--- src/hdl/adc_wake_pkg.sv ---
package adc_wake_pkg;
   localparam int          DATA_W        = 12;
   localparam logic [4:0]  EDGE_FULL     = 5'h10;  // 16th falling edge
   localparam logic [4:0]  EDGE_SLEEP_LO = 5'h02;
   localparam logic [4:0]  EDGE_SLEEP_HI = 5'h0a;
   localparam logic [4:0]  EDGE_CONV_END = 5'h0d;  // b0 shifted out here
   localparam logic [4:0]  EDGE_TRACK    = 5'h0e;  // hold released in operation
   localparam logic [4:0]  EDGE_LAST_BIT = 5'h0f;
   localparam int          CLK_MHZ       = 25;
   localparam int          WAKE_FAST_NS  = 333;
   localparam int          WAKE_SLOW_NS  = 1000;
   // both times round down, at least one cycle
   localparam int          WAKE_FAST_CYC = (WAKE_FAST_NS * CLK_MHZ / 1000 < 1) ? 1 :
                                           WAKE_FAST_NS * CLK_MHZ / 1000;
   localparam int          WAKE_SLOW_CYC = (WAKE_SLOW_NS * CLK_MHZ / 1000 < 1) ? 1 :
                                           WAKE_SLOW_NS * CLK_MHZ / 1000;
   localparam logic [11:0] SAMPLE_RST    = 12'h000;

   typedef enum logic [1:0] {
      ST_SLEEP = 2'b00,
      ST_WAKE  = 2'b01,
      ST_AWAKE = 2'b11
   } power_t;
endpackage

--- src/hdl/pin_sync.sv ---
`timescale 1ns/1ps
// two-stage synchroniser; stage one is read by stage two only
module pin_sync (
   input  wire logic clk,
   input  wire logic reset,
   input  wire logic rst_val,
   input  wire logic din,
   output logic      dout
);
   logic meta_ff;
   logic sync_ff;
   logic nxt_meta;
   logic nxt_sync;

   // next values of both stages
   always_comb begin
      nxt_meta = din;
      nxt_sync = meta_ff;
   end

   // reset value chosen per pin; both constants so no port feeds reset
   always_ff @(posedge clk or posedge reset) begin
      if (reset) begin
         meta_ff <= 1'b0;
         sync_ff <= 1'b0;
      end else begin
         meta_ff <= nxt_meta ^ rst_val;
         sync_ff <= nxt_sync;
      end
   end

   assign dout = sync_ff ^ rst_val;
endmodule // pin_sync

--- src/hdl/adc_sleep_wake_sequencer.sv ---
`timescale 1ns/1ps
// converter-side sleep/wake and frame sequencing, all logic on clk
module adc_sleep_wake_sequencer (
   input  wire logic        clk,
   input  wire logic        reset,
   input  wire logic        cs_n,
   input  wire logic        sck,
   input  wire logic        fast_variant,
   input  wire logic [11:0] sample_in,
   output logic             sdo_o,
   output logic             sdo_oe,
   output logic             track,
   output logic             powered,
   output logic             asleep,
   output logic             result_valid,
   output logic             wake_too_short
);
   logic cs_n_s;
   logic sck_s;

   // both pins come from the host; select idles high, clock idles high
   pin_sync u_cs (
      .clk     (clk),
      .reset   (reset),
      .rst_val (1'b1),
      .din     (cs_n),
      .dout    (cs_n_s)
   );
   pin_sync u_sck (
      .clk     (clk),
      .reset   (reset),
      .rst_val (1'b1),
      .din     (sck),
      .dout    (sck_s)
   );

   adc_wake_pkg::power_t state_ff;
   adc_wake_pkg::power_t nxt_state;
   logic        cs_prev_ff;
   logic        nxt_cs_prev;
   logic        sck_prev_ff;
   logic        nxt_sck_prev;
   logic [4:0]  edge_ff;
   logic [4:0]  nxt_edge;
   logic [15:0] shift_ff;
   logic [15:0] nxt_shift;
   logic        oe_ff;
   logic        nxt_oe;
   logic        track_ff;
   logic        nxt_track;
   logic        valid_ff;
   logic        nxt_valid;
   logic [10:0] wake_cyc_ff;
   logic [10:0] nxt_wake_cyc;
   logic        short_ff;
   logic        nxt_short;
   logic        frame_ff;
   logic        nxt_frame;
   logic        fall;
   logic        cs_fall;
   logic        cs_rise;
   logic [10:0] wake_need;

   assign fall    = sck_prev_ff & ~sck_s & ~cs_n_s;
   assign cs_fall = cs_prev_ff & ~cs_n_s;
   assign cs_rise = ~cs_prev_ff & cs_n_s;
   // minimum wake time for the chosen variant, in clk cycles
   assign wake_need = fast_variant ? 11'(adc_wake_pkg::WAKE_FAST_CYC)
                                   : 11'(adc_wake_pkg::WAKE_SLOW_CYC);

   // frame, power and sample-and-hold sequencing
   always_comb begin
      nxt_state    = state_ff;
      nxt_cs_prev  = cs_n_s;
      nxt_sck_prev = sck_s;
      nxt_edge     = edge_ff;
      nxt_shift    = shift_ff;
      nxt_oe       = oe_ff;
      nxt_track    = track_ff;
      nxt_valid    = 1'b0;
      nxt_wake_cyc = wake_cyc_ff;
      nxt_short    = short_ff;
      nxt_frame    = frame_ff;
      if (cs_fall) begin
         // select low: hold, enable output, first leading zero out
         nxt_frame    = 1'b1;
         nxt_edge     = 5'h00;
         nxt_oe       = 1'b1;
         nxt_track    = 1'b0;
         nxt_wake_cyc = 11'h000;
         nxt_shift    = {2'b00, sample_in, 2'b00};
         if (state_ff == adc_wake_pkg::ST_SLEEP) begin
            nxt_state = adc_wake_pkg::ST_WAKE;
         end
      end else if (frame_ff && cs_rise) begin
         nxt_frame = 1'b0;
         nxt_oe    = 1'b0;
         if (state_ff == adc_wake_pkg::ST_AWAKE && edge_ff >= adc_wake_pkg::EDGE_SLEEP_LO &&
             edge_ff <= adc_wake_pkg::EDGE_SLEEP_HI) begin
            nxt_state = adc_wake_pkg::ST_SLEEP;
            nxt_track = 1'b0;
         end else if (state_ff == adc_wake_pkg::ST_WAKE) begin
            // wake frame cut short: stay asleep
            nxt_state = adc_wake_pkg::ST_SLEEP;
            nxt_track = 1'b0;
         end else begin
            nxt_track = 1'b1;
         end
      end else if (frame_ff) begin
         if (state_ff == adc_wake_pkg::ST_WAKE && wake_cyc_ff != 11'h7ff) begin
            nxt_wake_cyc = wake_cyc_ff + 11'h001;
         end
         if (fall && edge_ff != adc_wake_pkg::EDGE_FULL) begin
            nxt_edge  = edge_ff + 5'h01;
            nxt_shift = {shift_ff[14:0], 1'b0};
            if (state_ff == adc_wake_pkg::ST_WAKE && edge_ff == 5'h00) begin
               nxt_track = 1'b1;
            end
            if (state_ff == adc_wake_pkg::ST_AWAKE &&
                edge_ff + 5'h01 == adc_wake_pkg::EDGE_TRACK) begin
               nxt_track = 1'b1;
            end
            if (state_ff == adc_wake_pkg::ST_AWAKE &&
                edge_ff + 5'h01 == adc_wake_pkg::EDGE_CONV_END) begin
               nxt_valid = 1'b1;
            end
            if (edge_ff + 5'h01 == adc_wake_pkg::EDGE_FULL) begin
               nxt_oe = 1'b0;
               if (state_ff == adc_wake_pkg::ST_WAKE) begin
                  nxt_state = adc_wake_pkg::ST_AWAKE;
                  // wake frame shorter than the variant's minimum wake time
                  nxt_short = (wake_cyc_ff < wake_need);
               end
            end
         end
      end
   end

   // registers; power-on lands in sleep with hold engaged
   always_ff @(posedge clk or posedge reset) begin
      if (reset) begin
         state_ff    <= adc_wake_pkg::ST_SLEEP;
         cs_prev_ff  <= 1'b1;
         sck_prev_ff <= 1'b1;
         edge_ff     <= 5'h00;
         shift_ff    <= 16'h0000;
         oe_ff       <= 1'b0;
         track_ff    <= 1'b0;
         valid_ff    <= 1'b0;
         wake_cyc_ff <= 11'h000;
         short_ff    <= 1'b0;
         frame_ff    <= 1'b0;
      end else begin
         state_ff    <= nxt_state;
         cs_prev_ff  <= nxt_cs_prev;
         sck_prev_ff <= nxt_sck_prev;
         edge_ff     <= nxt_edge;
         shift_ff    <= nxt_shift;
         oe_ff       <= nxt_oe;
         track_ff    <= nxt_track;
         valid_ff    <= nxt_valid;
         wake_cyc_ff <= nxt_wake_cyc;
         short_ff    <= nxt_short;
         frame_ff    <= nxt_frame;
      end
   end

   // msb first; enable drops at the 16th edge or on select high
   assign sdo_o          = shift_ff[15];
   assign sdo_oe         = oe_ff;
   assign track          = track_ff;
   assign powered        = (state_ff == adc_wake_pkg::ST_AWAKE);
   assign asleep         = (state_ff != adc_wake_pkg::ST_AWAKE);
   assign result_valid   = valid_ff;
   assign wake_too_short = short_ff;
endmodule // adc_sleep_wake_sequencer

--- config.mk ---
export PLATFORM = sky130hd
export DESIGN_NAME = adc_sleep_wake_sequencer
export DESIGN_NICKNAME = d
export VERILOG_FILES = /design/src/hdl/adc_wake_pkg.sv /design/src/hdl/pin_sync.sv /design/src/hdl/adc_sleep_wake_sequencer.sv
export SDC_FILE = /design/constraint.sdc
export NUM_CORES = 1
export LEC_CHECK = 0
export BUFFER_PORTS_ARGS = -buffer_cell sky130_fd_sc_hd__clkbuf_2
export CAP_MARGIN = 20
export CORE_MARGIN = 2
export CORE_UTILIZATION = 35
export DETAILED_ROUTE_END_ITERATION = 8
export PLACE_DENSITY = 0.48
export SLEW_MARGIN = 15
export SYNTH_ARGS = -nofsm -noshare
export SYNTH_HDL_FRONTEND = slang
export SYNTH_SLANG_ARGS = --single-unit
--- constraint.sdc ---
create_clock -name clk -period 3.85 [get_ports clk]
set_clock_uncertainty 0.2 [all_clocks]
set_input_delay 0.9625 -clock clk [delete_from_list [all_inputs] [get_ports clk]]
set_output_delay 0.9625 -clock clk [all_outputs]
set_load 0.02 [all_outputs]
# After elaboration in Yosys (flattened, before gate mapping)
# Cells that the tools add are included.
# word_totals
reg_bits	45
latchBits	0
ram_bits	0
mem_bits_ro	0
out_inout_bits	7
mem_count	0
# op_classes
add_sub_neg	2
mul	0
n_div	0
magnitude_cmp	3
eq_ne	10
n_shift	0
mux	42
n_bitwise	11
n_reduce_logical	26
# op_table
operator	n
$mux 16	4
$mux 11	4
$mux 5	5
$mux 1	20
$mux 2	9
$reduce_bool 3->1	5
$reduce_and 3->1	4
$reduce_and 6->1	2
$add 11x1->11 const B	1
$lt 11x5->1	1
$ne 11x11->1 const B	1
$eq 5x4->1 const B	2
$logic_and 1x1->1	8
$reduce_bool 2->1	4
$not 1->1	7
$add 5x1->5 const B	1
$eq 5x5->1 const B	1
$ge 5x2->1 const B	1
$le 5x4->1 const B	1
$logic_not 5->1	1
$ne 5x5->1 const B	1
$and 1x1->1	4
$ne 2x2->1 const B	2
$reduce_bool 4->1	1
other kinds (4)	4

# Longest topological paths before layout
# Gate-level depths: netlist (run 1).
# depth
depth_word	8
depth_mapped	8
depth_no_buf	6

# Cells and area by module
# A second synthesis (run 1) with hierarchy kept.
# hier_totals
hier_cells	233
hier_area_um2	2338.5
# modules_own_cells
module	n_inst	cells_per_inst	area_each_um2	seq_area_each_um2
adc_sleep_wake_sequencer	1	223	2195.9	978.4
pin_sync	2	5	71.3	50.0

# Least setup slack after synthesis (run 1)
# Ideal clock, no wire load.
# synth_path
path_type	reg2reg
startpoint	register edge_ff[1]
endpoint	register shift_ff[10]
arrival_ns	1.633
t_required_ns	3.509
slack_ns	1.876
stages_incl_launch_ff	8
path_buffers	2
period_less_slack_ns	1.974
path_cell_list	dfrtp_1 clkbuf_2 inv_1 ha_1 and4bb_2 o21ai_2 clkbuf_1 a31oi_1
# synth_between
elab_chain_cells	4
# synth_lines
element	line_no	text
from (decl)	adc_sleep_wake_sequencer.sv:43	logic [4:0] edge_ff;
from (signal assigned)	adc_sleep_wake_sequencer.sv:157	edge_ff <= nxt_edge;
$ne 5x5->1	adc_sleep_wake_sequencer.sv:113	if (fall && edge_ff != adc_wake_pkg::EDGE_FULL) begin
$logic_and 1x1->1	adc_sleep_wake_sequencer.sv:113	
$reduce_bool 2->1 (no source line)	n/a	
$reduce_and 3->1 (no source line)	n/a	
to (signal assigned)	adc_sleep_wake_sequencer.sv:158	shift_ff <= nxt_shift;
to (decl)	adc_sleep_wake_sequencer.sv:45	logic [15:0] shift_ff;
# Every way passes these cells.
# A chain may end at the register's enable or synchronous reset.

# Worst setup path after layout (run 1)
# layout_path
startpoint	register edge_ff[0]
endpoint	register shift_ff[6]
# The elaborated chain is that of the path after synthesis.

==> results of run 1 <==
stage by stage:
stage / power, mW / worst slack, ns / cell area [um^2]
3_5_place_dp: 0.718 / 1.43 / 2440
3_3_place_gp: 0.715 / 1.49 / 2440
4_1_cts: 1.14 / 1.41 / 2580
2_1_floorplan: 0.666 / 1.69 / 2280
6_report: 1.13 / 1.43 / 2590
5_1_grt: 1.20 / 1.19 / 2590
report_power, final:
part | switching [mW] | total, mW | internal (mW)
sequential | 0.0535 | 0.558 | 0.504
clock | 0.163 | 0.422 | 0.259
combinational | 0.0882 | 0.149 | 0.0605
total | 0.305 | 1.13 | 0.823
critical path, stage by stage, from the launching register on:
cell and delay, ns:
dfrtp_1 0.50, inv_1 0.14, ha_1 0.25, and4bb_2 0.26, o21ai_2 0.73, a31oi_1 0.17
synthesized netlist by cell type (all sizes together) (3+ instances only):
| master | instances | area, um^2 |
|---|---|---|
| dfrtp | 41 | 1030 |
| clkbuf | 10 | 38.8 |
| and3 | 6 | 37.5 |
| o21ai | 11 | 58.8 |
| nor2 | 17 | 63.8 |
| nand2 | 38 | 143 |
| inv | 12 | 45.0 |
| nand3 | 11 | 60.1 |
| a31oi | 14 | 87.6 |
| or4 | 6 | 45.0 |
| ha | 6 | 75.1 |
| nand2b | 3 | 18.8 |
| a22o | 3 | 26.3 |
| buf | 5 | 31.3 |
| o31ai | 6 | 45.0 |
| nor3 | 5 | 25.0 |
| a21oi | 14 | 70.1 |
| nor4 | 5 | 37.5 |
state kept, by name, indices dropped and copies added, names as in the netlist:
register / count
wake_cyc_ff: 11
cs_prev_ff: 1
sck_prev_ff: 1
u_sck.sync_ff: 1
wake_too_short: 1
edge_ff: 5
u_cs.sync_ff: 1
u_cs.meta_ff: 1
shift_ff: 14
result_valid: 1
state_ff: 2
u_sck.meta_ff: 1
sdo_oe: 1
track: 1
frame_ff: 1
cells in the final DEF (no fill, tap or decap), types with 9 or more instances in the layout:
cell	count
a21oi_1	14
a31oi_1	14
clkbuf_2	23
dfrtp_1	41
inv_1	11
nand2_1	38
nand3_1	10
nor2_1	17
o21ai_0	9
cells by family after synthesis:
family | count (synthesis)
xor+xnor | 1
flops | 43
fa+ha+maj | 6
buf+inv | 27
simple gates | 104
mux | 2
compound gates | 65
worst max path at each step:
stage	start	endpoint	cells after the start
6_report	edge_ff[0]	shift_ff[6]	5
5_1_grt	edge_ff[0]	shift_ff[4]	5
4_1_cts	edge_ff[1]	shift_ff[6]	5
3_5_place_dp	edge_ff[1]	shift_ff[9]	5
3_3_place_gp	edge_ff[1]	edge_ff[4]	5
2_1_floorplan	reset	edge_ff[0]	1
routing by layer:
| layer | track usage | up-vias | share of wire |
|---|---|---|---|
| met5 | 0 | - | 0 |
| met4 | 0.0390 | 0 | 0.0062 |
| met3 | 0.0334 | 4 | 0.029 |
| met2 | 0.230 | 25 | 0.46 |
| met1 | 0.218 | 896 | 0.50 |
| li1 | - | 939 | - |
area by class of cell:
| type | instances | share of cell area |
|---|---|---|
| repair buffers | 27 | 0.0561 |
| clock buffers | 5 | 0.0266 |
| flip-flops and latches | 43 | 0.417 |
| inverters | 12 | 0.0174 |
| multi-input cells | 178 | 0.420 |
| clock inverters | 3 | 0.0261 |
| well taps | 77 | 0.0372 |
==> flow_summary.ini, run 1 <==
[run_status]
run_status = completed

[route]
avgViaCountPerCell = 5.40
vias = 1864
drc = 0
drt-total-wl_mm = 5.04
drt-initial-drc-count = 87
wl_per_cell_um = 14.6
ant_nets = 0
dr.pass1.iters = 4

[die]
die_w_um = 84.7
start_util = 0.361
die_height_um = 84.7
design.core.area_um2 = 6310
die-area_um2 = 7180
io_pins = 24
row_count = 29

[synthesis]
synthSimpleGateAreaFrac = 0.237
ys_seq_area_frac = 0.473
netlist_area_um2 = 2280
async_flop_share = 1.00
syn_nets = 271
synth_edf_count = 0
synthMuxAreaShare = 0.00933
synth-seq-cells = 43
postSynthAreaPerCell_um2 = 9.20
ys_types = 49
synthXorXnorAreaFrac = 0.00713
yosysWarnings = 0
synth_flop_cell = dfrtp_1
synthCells = 248
synth_compound_area_frac = 0.190
synth_top_family_by_area = simple AND/OR/NAND/NOR gates
synthAdderAreaFrac = 0.0329

[pwr]
total_leakage_power_nw = 1.15
powerDensity_nw_per_um2 = 436
vdd_ir_drop_max_v = 0.000203

[timing]
max_freq_mhz = 413
rsz0062_at_grt = false
tightest_slew_ns = 0.914
slew_violations = 0
finalCriticalPeriod_ns = 2.42
setup_viol = 0
period_share = 0.628
hold_violations = 0
setup_tns_ns = 0
maxSlewHeadroom = 0.391
fin_hold_ws_ns = 0.155

[clocking]
cts_max_path_buffers = 2
post_cts_buffers = 0
tritoncts = yes
cts_root_buf = clkbuf_8
numCtsBuffers = 5
cts_sinks = 43
path_clk_slew_ns = 0.09
insertion_delay_ns = 0.30
htreeDepth = 2
cts_hold_buf = 0
cts_resized = 0

[place]
portBuffers = 23
finalWeightedCongestion = 0.802
placed_cells = 336
dp_hpwl_mm = 3.42

[layout]
final_core_util = 0.410
num-fill-cells = 657
layout-drive-gt1-share = 0.168
multi_input_area_um2 = 1090
seqCellArea_um2 = 1080
nets = 290
syn_to_final_growth_pct = 13.5
diodes = 0
final_cells = 345

[hold_path]
hold_path.class = reg2reg
hold_start = u_cs.meta_ff
hold_end = u_cs.sync_ff
hold_path_depth = 0

[worst_setup_path]
crit_path_start_kind = flop
r2r_slack_ns = 1.43
r2r_cells = 5
critPathKind = reg2reg
cp_max_fo = 25
cp.required_ns = 3.78
r2r_start = edge_ff[0]
end_kind = flop
cp.arrival_ns = 2.35
timing.rr.end = shift_ff[6]

[global_route]
grt_pass1_vias = 1751
grt_pass1_wl_mm = 8.76
grt_antenna_before_repair = 0
overflow = 0
grt_max_degree = 26
track_usage = 0.151

[flow_run]
cap_violations = 0
Power figures use the tool's default switching activity.
==> run 2: changes to the inputs <==
PLACE_DENSITY = 0.5   (was 0.48)
clock period = 2.16 ns   (was 3.85 ns; I/O delays follow)
==> run 2 against run 1 <==
  * Register-to-register slack lost 1.3 ns
  * Non-clock buffer count grew 8
  * Largest power group unchanged
  * Count of clock-buffer cells in the layout grew 2
  * First-iteration DRC count shrank 47%
  * Total power grew 60%
  * Critical endpoint is now wake_cyc_ff[7]
==> flow_summary.ini, run 2 (synthesized netlist as in run 1, its figures left out) <==
[place]
finalWeightedCongestion = 0.821
portBuffers = 23
dp_hpwl_mm = 3.47
place_area_um2 = 2540

[layout]
layout-drive-gt1-share = 0.199
seqCellArea_um2 = 1080
syn_to_final_growth_pct = 15.6
fin_area_um2 = 2640
largest_register = shift_ff
diodes = 0
reg_top3 = shift_ff x14, wake_cyc_ff x11, edge_ff x5
multi_input_area_um2 = 1090
largest_reg_flops = 14
num-fill-cells = 657
final_common_cell = dfrtp_1
layout_common_cells = dfrtp_1, nand2_1, clkbuf_2
nets = 298

[route]
wl_per_cell_um = 14.0
avgViaCountPerCell = 5.31
drt-total-wl_mm = 4.94
drt-initial-drc-count = 46
dr.pass1.iters = 4
drc = 0
ant_nets = 0
vias = 1874

[global_route]
overflow = 0
grt_pass1_vias = 1818
grt_max_degree = 44
track_usage = 0.149
grt_pass1_wl_mm = 8.67
grt_antenna_before_repair = 0

[timing]
period_share = 0.924
slew_violations = 0
hold_violations = 0
setup_tns_ns = 0
fin_hold_ws_ns = 0.0509
tightest_slew_ns = 0.399
finalCriticalPeriod_ns = 1.99
max_freq_mhz = 501
setup_viol = 0
rsz0062_at_grt = false
maxSlewHeadroom = 0.727

[worst_setup_path]
crit_path_start_kind = flop
crit_chain = o21ai_1 > o21a_2 > or4_1 > a21oi_1
cp.required_ns = 2.18
end_kind = flop
slowest_stage = dfstp_2
critPathKind = reg2reg
cp.arrival_ns = 2.02
cp.buffers_inverters = 0
cpPeakStageDelay_ns = 0.61
cp_max_fo = 16
cp_top_family = flip-flops

[flow_run]
cap_violations = 0

[die]
die_height_um = 84.7
row_count = 29
design.core.area_um2 = 6310
io_pins = 24
die-area_um2 = 7180
start_util = 0.361
die_w_um = 84.7

[clocking]
cts_sinks = 43
cts_root_buf = clkbuf_8
post_cts_buffers = 0
insertion_delay_ns = 0.29
htreeDepth = 2
path_clk_slew_ns = 0.08
cts_max_path_buffers = 2
tritoncts = yes
numCtsBuffers = 5

[pwr]
powerDensity_nw_per_um2 = 683
vdd_ir_drop_max_v = 0.000306
p_total_mw = 1.80
total_leakage_power_nw = 1.19

[run_status]
run_status = completed

[hold_path]
hold_path.class = in2async
run 2: per-stage QoR:
stage | setup WS (ns) | util | std cells
6_report | 0.165 | 0.418 | 353
4_1_cts | 0.0625 | 0.416 | 353
5_1_grt | 0.0278 | 0.418 | 353
3_5_place_dp | 0.0684 | 0.402 | 345
3_3_place_gp | 0.113 | 0.402 | 345
2_1_floorplan | 0.186 | - | 248
run 2: final timing paths:
kind	start	cells after the start	end	slack, ns
worst min register to register	u_cs.meta_ff	0	u_cs.sync_ff	0.15
worst min-delay path	reset	3	shift_ff[2]	0.05
worst max register to register	cs_prev_ff	4	wake_cyc_ff[7]	0.17
worst max-delay path	cs_prev_ff	4	wake_cyc_ff[7]	0.17
max in group asynchronous	reset	3	sck_prev_ff	1.44
min in group clk	u_cs.meta_ff	0	u_cs.sync_ff	0.15
run 2: cell type report:
class | instances | area share
multi-input cells | 178 | 0.415
flip-flops and latches | 43 | 0.409
repair buffers | 35 | 0.0873
well taps | 77 | 0.0365
clock buffers | 7 | 0.0327
inverters | 12 | 0.0171
clock inverters | 1 | 0.00190
run 2: per-layer routing:
layer / global-route usage / vias to the layer above / part of all wire
li1: - / 961 / -
met5: 0 / - / 0
met3: 0.0285 / 7 / 0.029
met2: 0.231 / 23 / 0.45
met4: 0.0519 / 0 / 0.016
met1: 0.210 / 883 / 0.50
run 2: what timing repair did:
item                       in CTS  in global routing
hold buffers                    0                  0
resized for setup               0                  3
setup endpoints to repair       0                  5
run 2: power breakdown:
group / total (mW) / internal (mW) / leakage (nW) / switching [mW]
registers: 0.987 / 0.899 / 0.534 / 0.0885
clock network: 0.523 / 0.258 / 0.0482 / 0.265
logic: 0.291 / 0.127 / 0.606 / 0.164
total: 1.80 / 1.28 / 1.19 / 0.517
run 2: worst min-delay path: stages:
cell and delay, ns:
clkbuf_2 0.08, clkinv_1 0.06, buf_12 0.24
==> run 3: changes to the inputs <==
CORE_UTILIZATION = 50   (was 35)
PLACE_DENSITY = 0.68   (was 0.5)
==> run 3 against run 2 <==
  * Sequential share of layout area rose by 0.12 points
  * Setup slack got worse by 0.039 ns
  * Count of clock-buffer cells in the layout did not move
  * Total power rose by 5.4%
  * Maximum frequency fell by 1.9%
  * Core utilization rose by 18 points
  * Combinational power rose by 3%
  * Cell count fell by 6.5%
  * Final area fell by 0.28%
  * Sequential cell count did not move
  * Wire length fell by 3.1%
==> flow_summary.ini, run 3 (synthesized netlist as in run 1, its figures left out) <==
[hold_path]
hold_path.class = in2async

[layout]
num-fill-cells = 404
final_core_util = 0.600
syn_to_final_growth_pct = 15.3
layout_common_cells = dfrtp_1, nand2_1, clkbuf_2
reg_top3 = shift_ff x14, wake_cyc_ff x11, edge_ff x5
diodes = 0
final_common_cell = dfrtp_1
layout-drive-gt1-share = 0.198
largest_reg_flops = 14
largest_register = shift_ff
nets = 300

[worst_setup_path]
crit_path_start_kind = flop
cpPeakStageDelay_ns = 0.61
cp_max_fo = 12
cp.buffers_inverters = 0
end_kind = flop
cp.depth = 4
r2r_cells = 4
cp.required_ns = 2.18
critPathKind = reg2reg
slowest_stage = dfstp_2
cp_top_family = flip-flops
r2r_slack_ns = 0.13
cp.arrival_ns = 2.05
crit_chain = o21ai_1 > o21a_2 > or4_1 > a21oi_1

[die]
io_pins = 24
die-area_um2 = 5120
start_util = 0.520
die_w_um = 71.5
die_height_um = 71.5
design.core.area_um2 = 4380
row_count = 24

[global_route]
grt_pass1_wl_mm = 8.56
grt_max_degree = 28
grt_antenna_before_repair = 0
track_usage = 0.211
overflow = 0
grt_pass1_vias = 1799

[pwr]
total_leakage_power_nw = 1.20
power_frac_clock = 0.326
vdd_ir_drop_max_v = 0.000604
powerDensity_nw_per_um2 = 722
p_int_mw = 1.37
switching_share = 0.276
power_frac_seq = 0.517
p_comb_frac = 0.158
power.switching_uw = 524

[place]
dp_hpwl_mm = 3.40
portBuffers = 23
finalWeightedCongestion = 0.823

[route]
avgViaCountPerCell = 5.86
drt-total-wl_mm = 4.79
vias = 1934
drc = 0
dr.pass1.iters = 4
wl_per_cell_um = 14.5
drt-initial-drc-count = 111
ant_nets = 0

[timing]
setup_tns_ns = 0
setup_viol = 0
rsz0062_at_grt = false
tightest_slew_ns = 0.637
slew_violations = 0
period_share = 0.942
finalCriticalPeriod_ns = 2.03
hold_violations = 0
max_freq_mhz = 492
maxSlewHeadroom = 0.573

[flow_run]
cap_violations = 0

[clocking]
tritoncts = yes
cts_sinks = 43
numCtsBuffers = 5
path_clk_slew_ns = 0.08
cts_root_buf = clkbuf_8
cts_max_path_buffers = 2
htreeDepth = 2
post_cts_buffers = 0
insertion_delay_ns = 0.30

[run_status]
run_status = completed
[run 3: cell count changes in the layout (fill, tap and decap cells not counted)]
cell / before / now
buf_4: 10 / 12
bufinv_16: 0 / 1
clkbuf_1: 1 / 2
clkbuf_8: 6 / 5
clkinv_2: 1 / 0
nor4_1: 3 / 4
nor4_2: 2 / 1
[run 3: cell type report]
type	instances	area, um^2	area share
Clock inverter	1	30.0	0.0114
Timing Repair Buffer	37	245	0.0932
Inverter	12	45.0	0.0171
Sequential cell	43	1080	0.411
Multi-Input combinational cell	178	1090	0.414
Clock buffer	7	76.3	0.0290
Tap cell	52	65.1	0.0247
[run 3: what timing repair did]
action	CTS	global route
setup endpoints to repair	0	3
gates resized for setup	0	2
hold buffers	0	0
[run 3: metal layers]
| metal | up-vias | track usage | share of wire |
|---|---|---|---|
| li1 | 961 | - | - |
| met1 | 925 | 0.311 | 0.49 |
| met2 | 42 | 0.318 | 0.45 |
| met3 | 6 | 0.0422 | 0.044 |
| met4 | 0 | 0.0629 | 0.013 |
| met5 | - | 0 | 0 |
[run 3: power by group through the flow]
stage	sequential (mW)	clock [mW]	combinational, mW
2_1_floorplan	0.982	0	0.205
3_3_place_gp	0.994	0	0.298
3_5_place_dp	0.996	0	0.302
4_1_cts	0.980	0.628	0.302
5_1_grt	0.997	0.655	0.347
6_report	0.981	0.618	0.300
[run 3: metrics by stage]
stage          total power [mW]  hold WS [ns]  area, um^2  cells  worst slack, ns
6_report                   1.90        0.0181        2630    330            0.126
5_1_grt                    2.00        0.0596        2630    330           0.0451
3_5_place_dp               1.30         0.139        2520    322           0.0857
2_1_floorplan              1.19         0.131        2280    248            0.186
3_3_place_gp               1.29         0.134        2520    322            0.204
4_1_cts                    1.91        0.0356        2630    330           0.0757
[run 3: worst register-to-register path, cell delays in order (launching register included)]
cell     delay, ns
dfstp_2       0.61
o21ai_1       0.12
o21a_2        0.30
or4_1         0.53
a21oi_1       0.19
[run 3: final timing paths]
check                                  start        endpoint
max in group asynchronous              reset     sck_prev_ff
min in group clk                u_cs.meta_ff    u_cs.sync_ff
worst max register to register    cs_prev_ff  wake_cyc_ff[8]
worst min register to register  u_cs.meta_ff    u_cs.sync_ff
worst max-delay path              cs_prev_ff  wake_cyc_ff[8]
worst min-delay path                   reset     shift_ff[8]
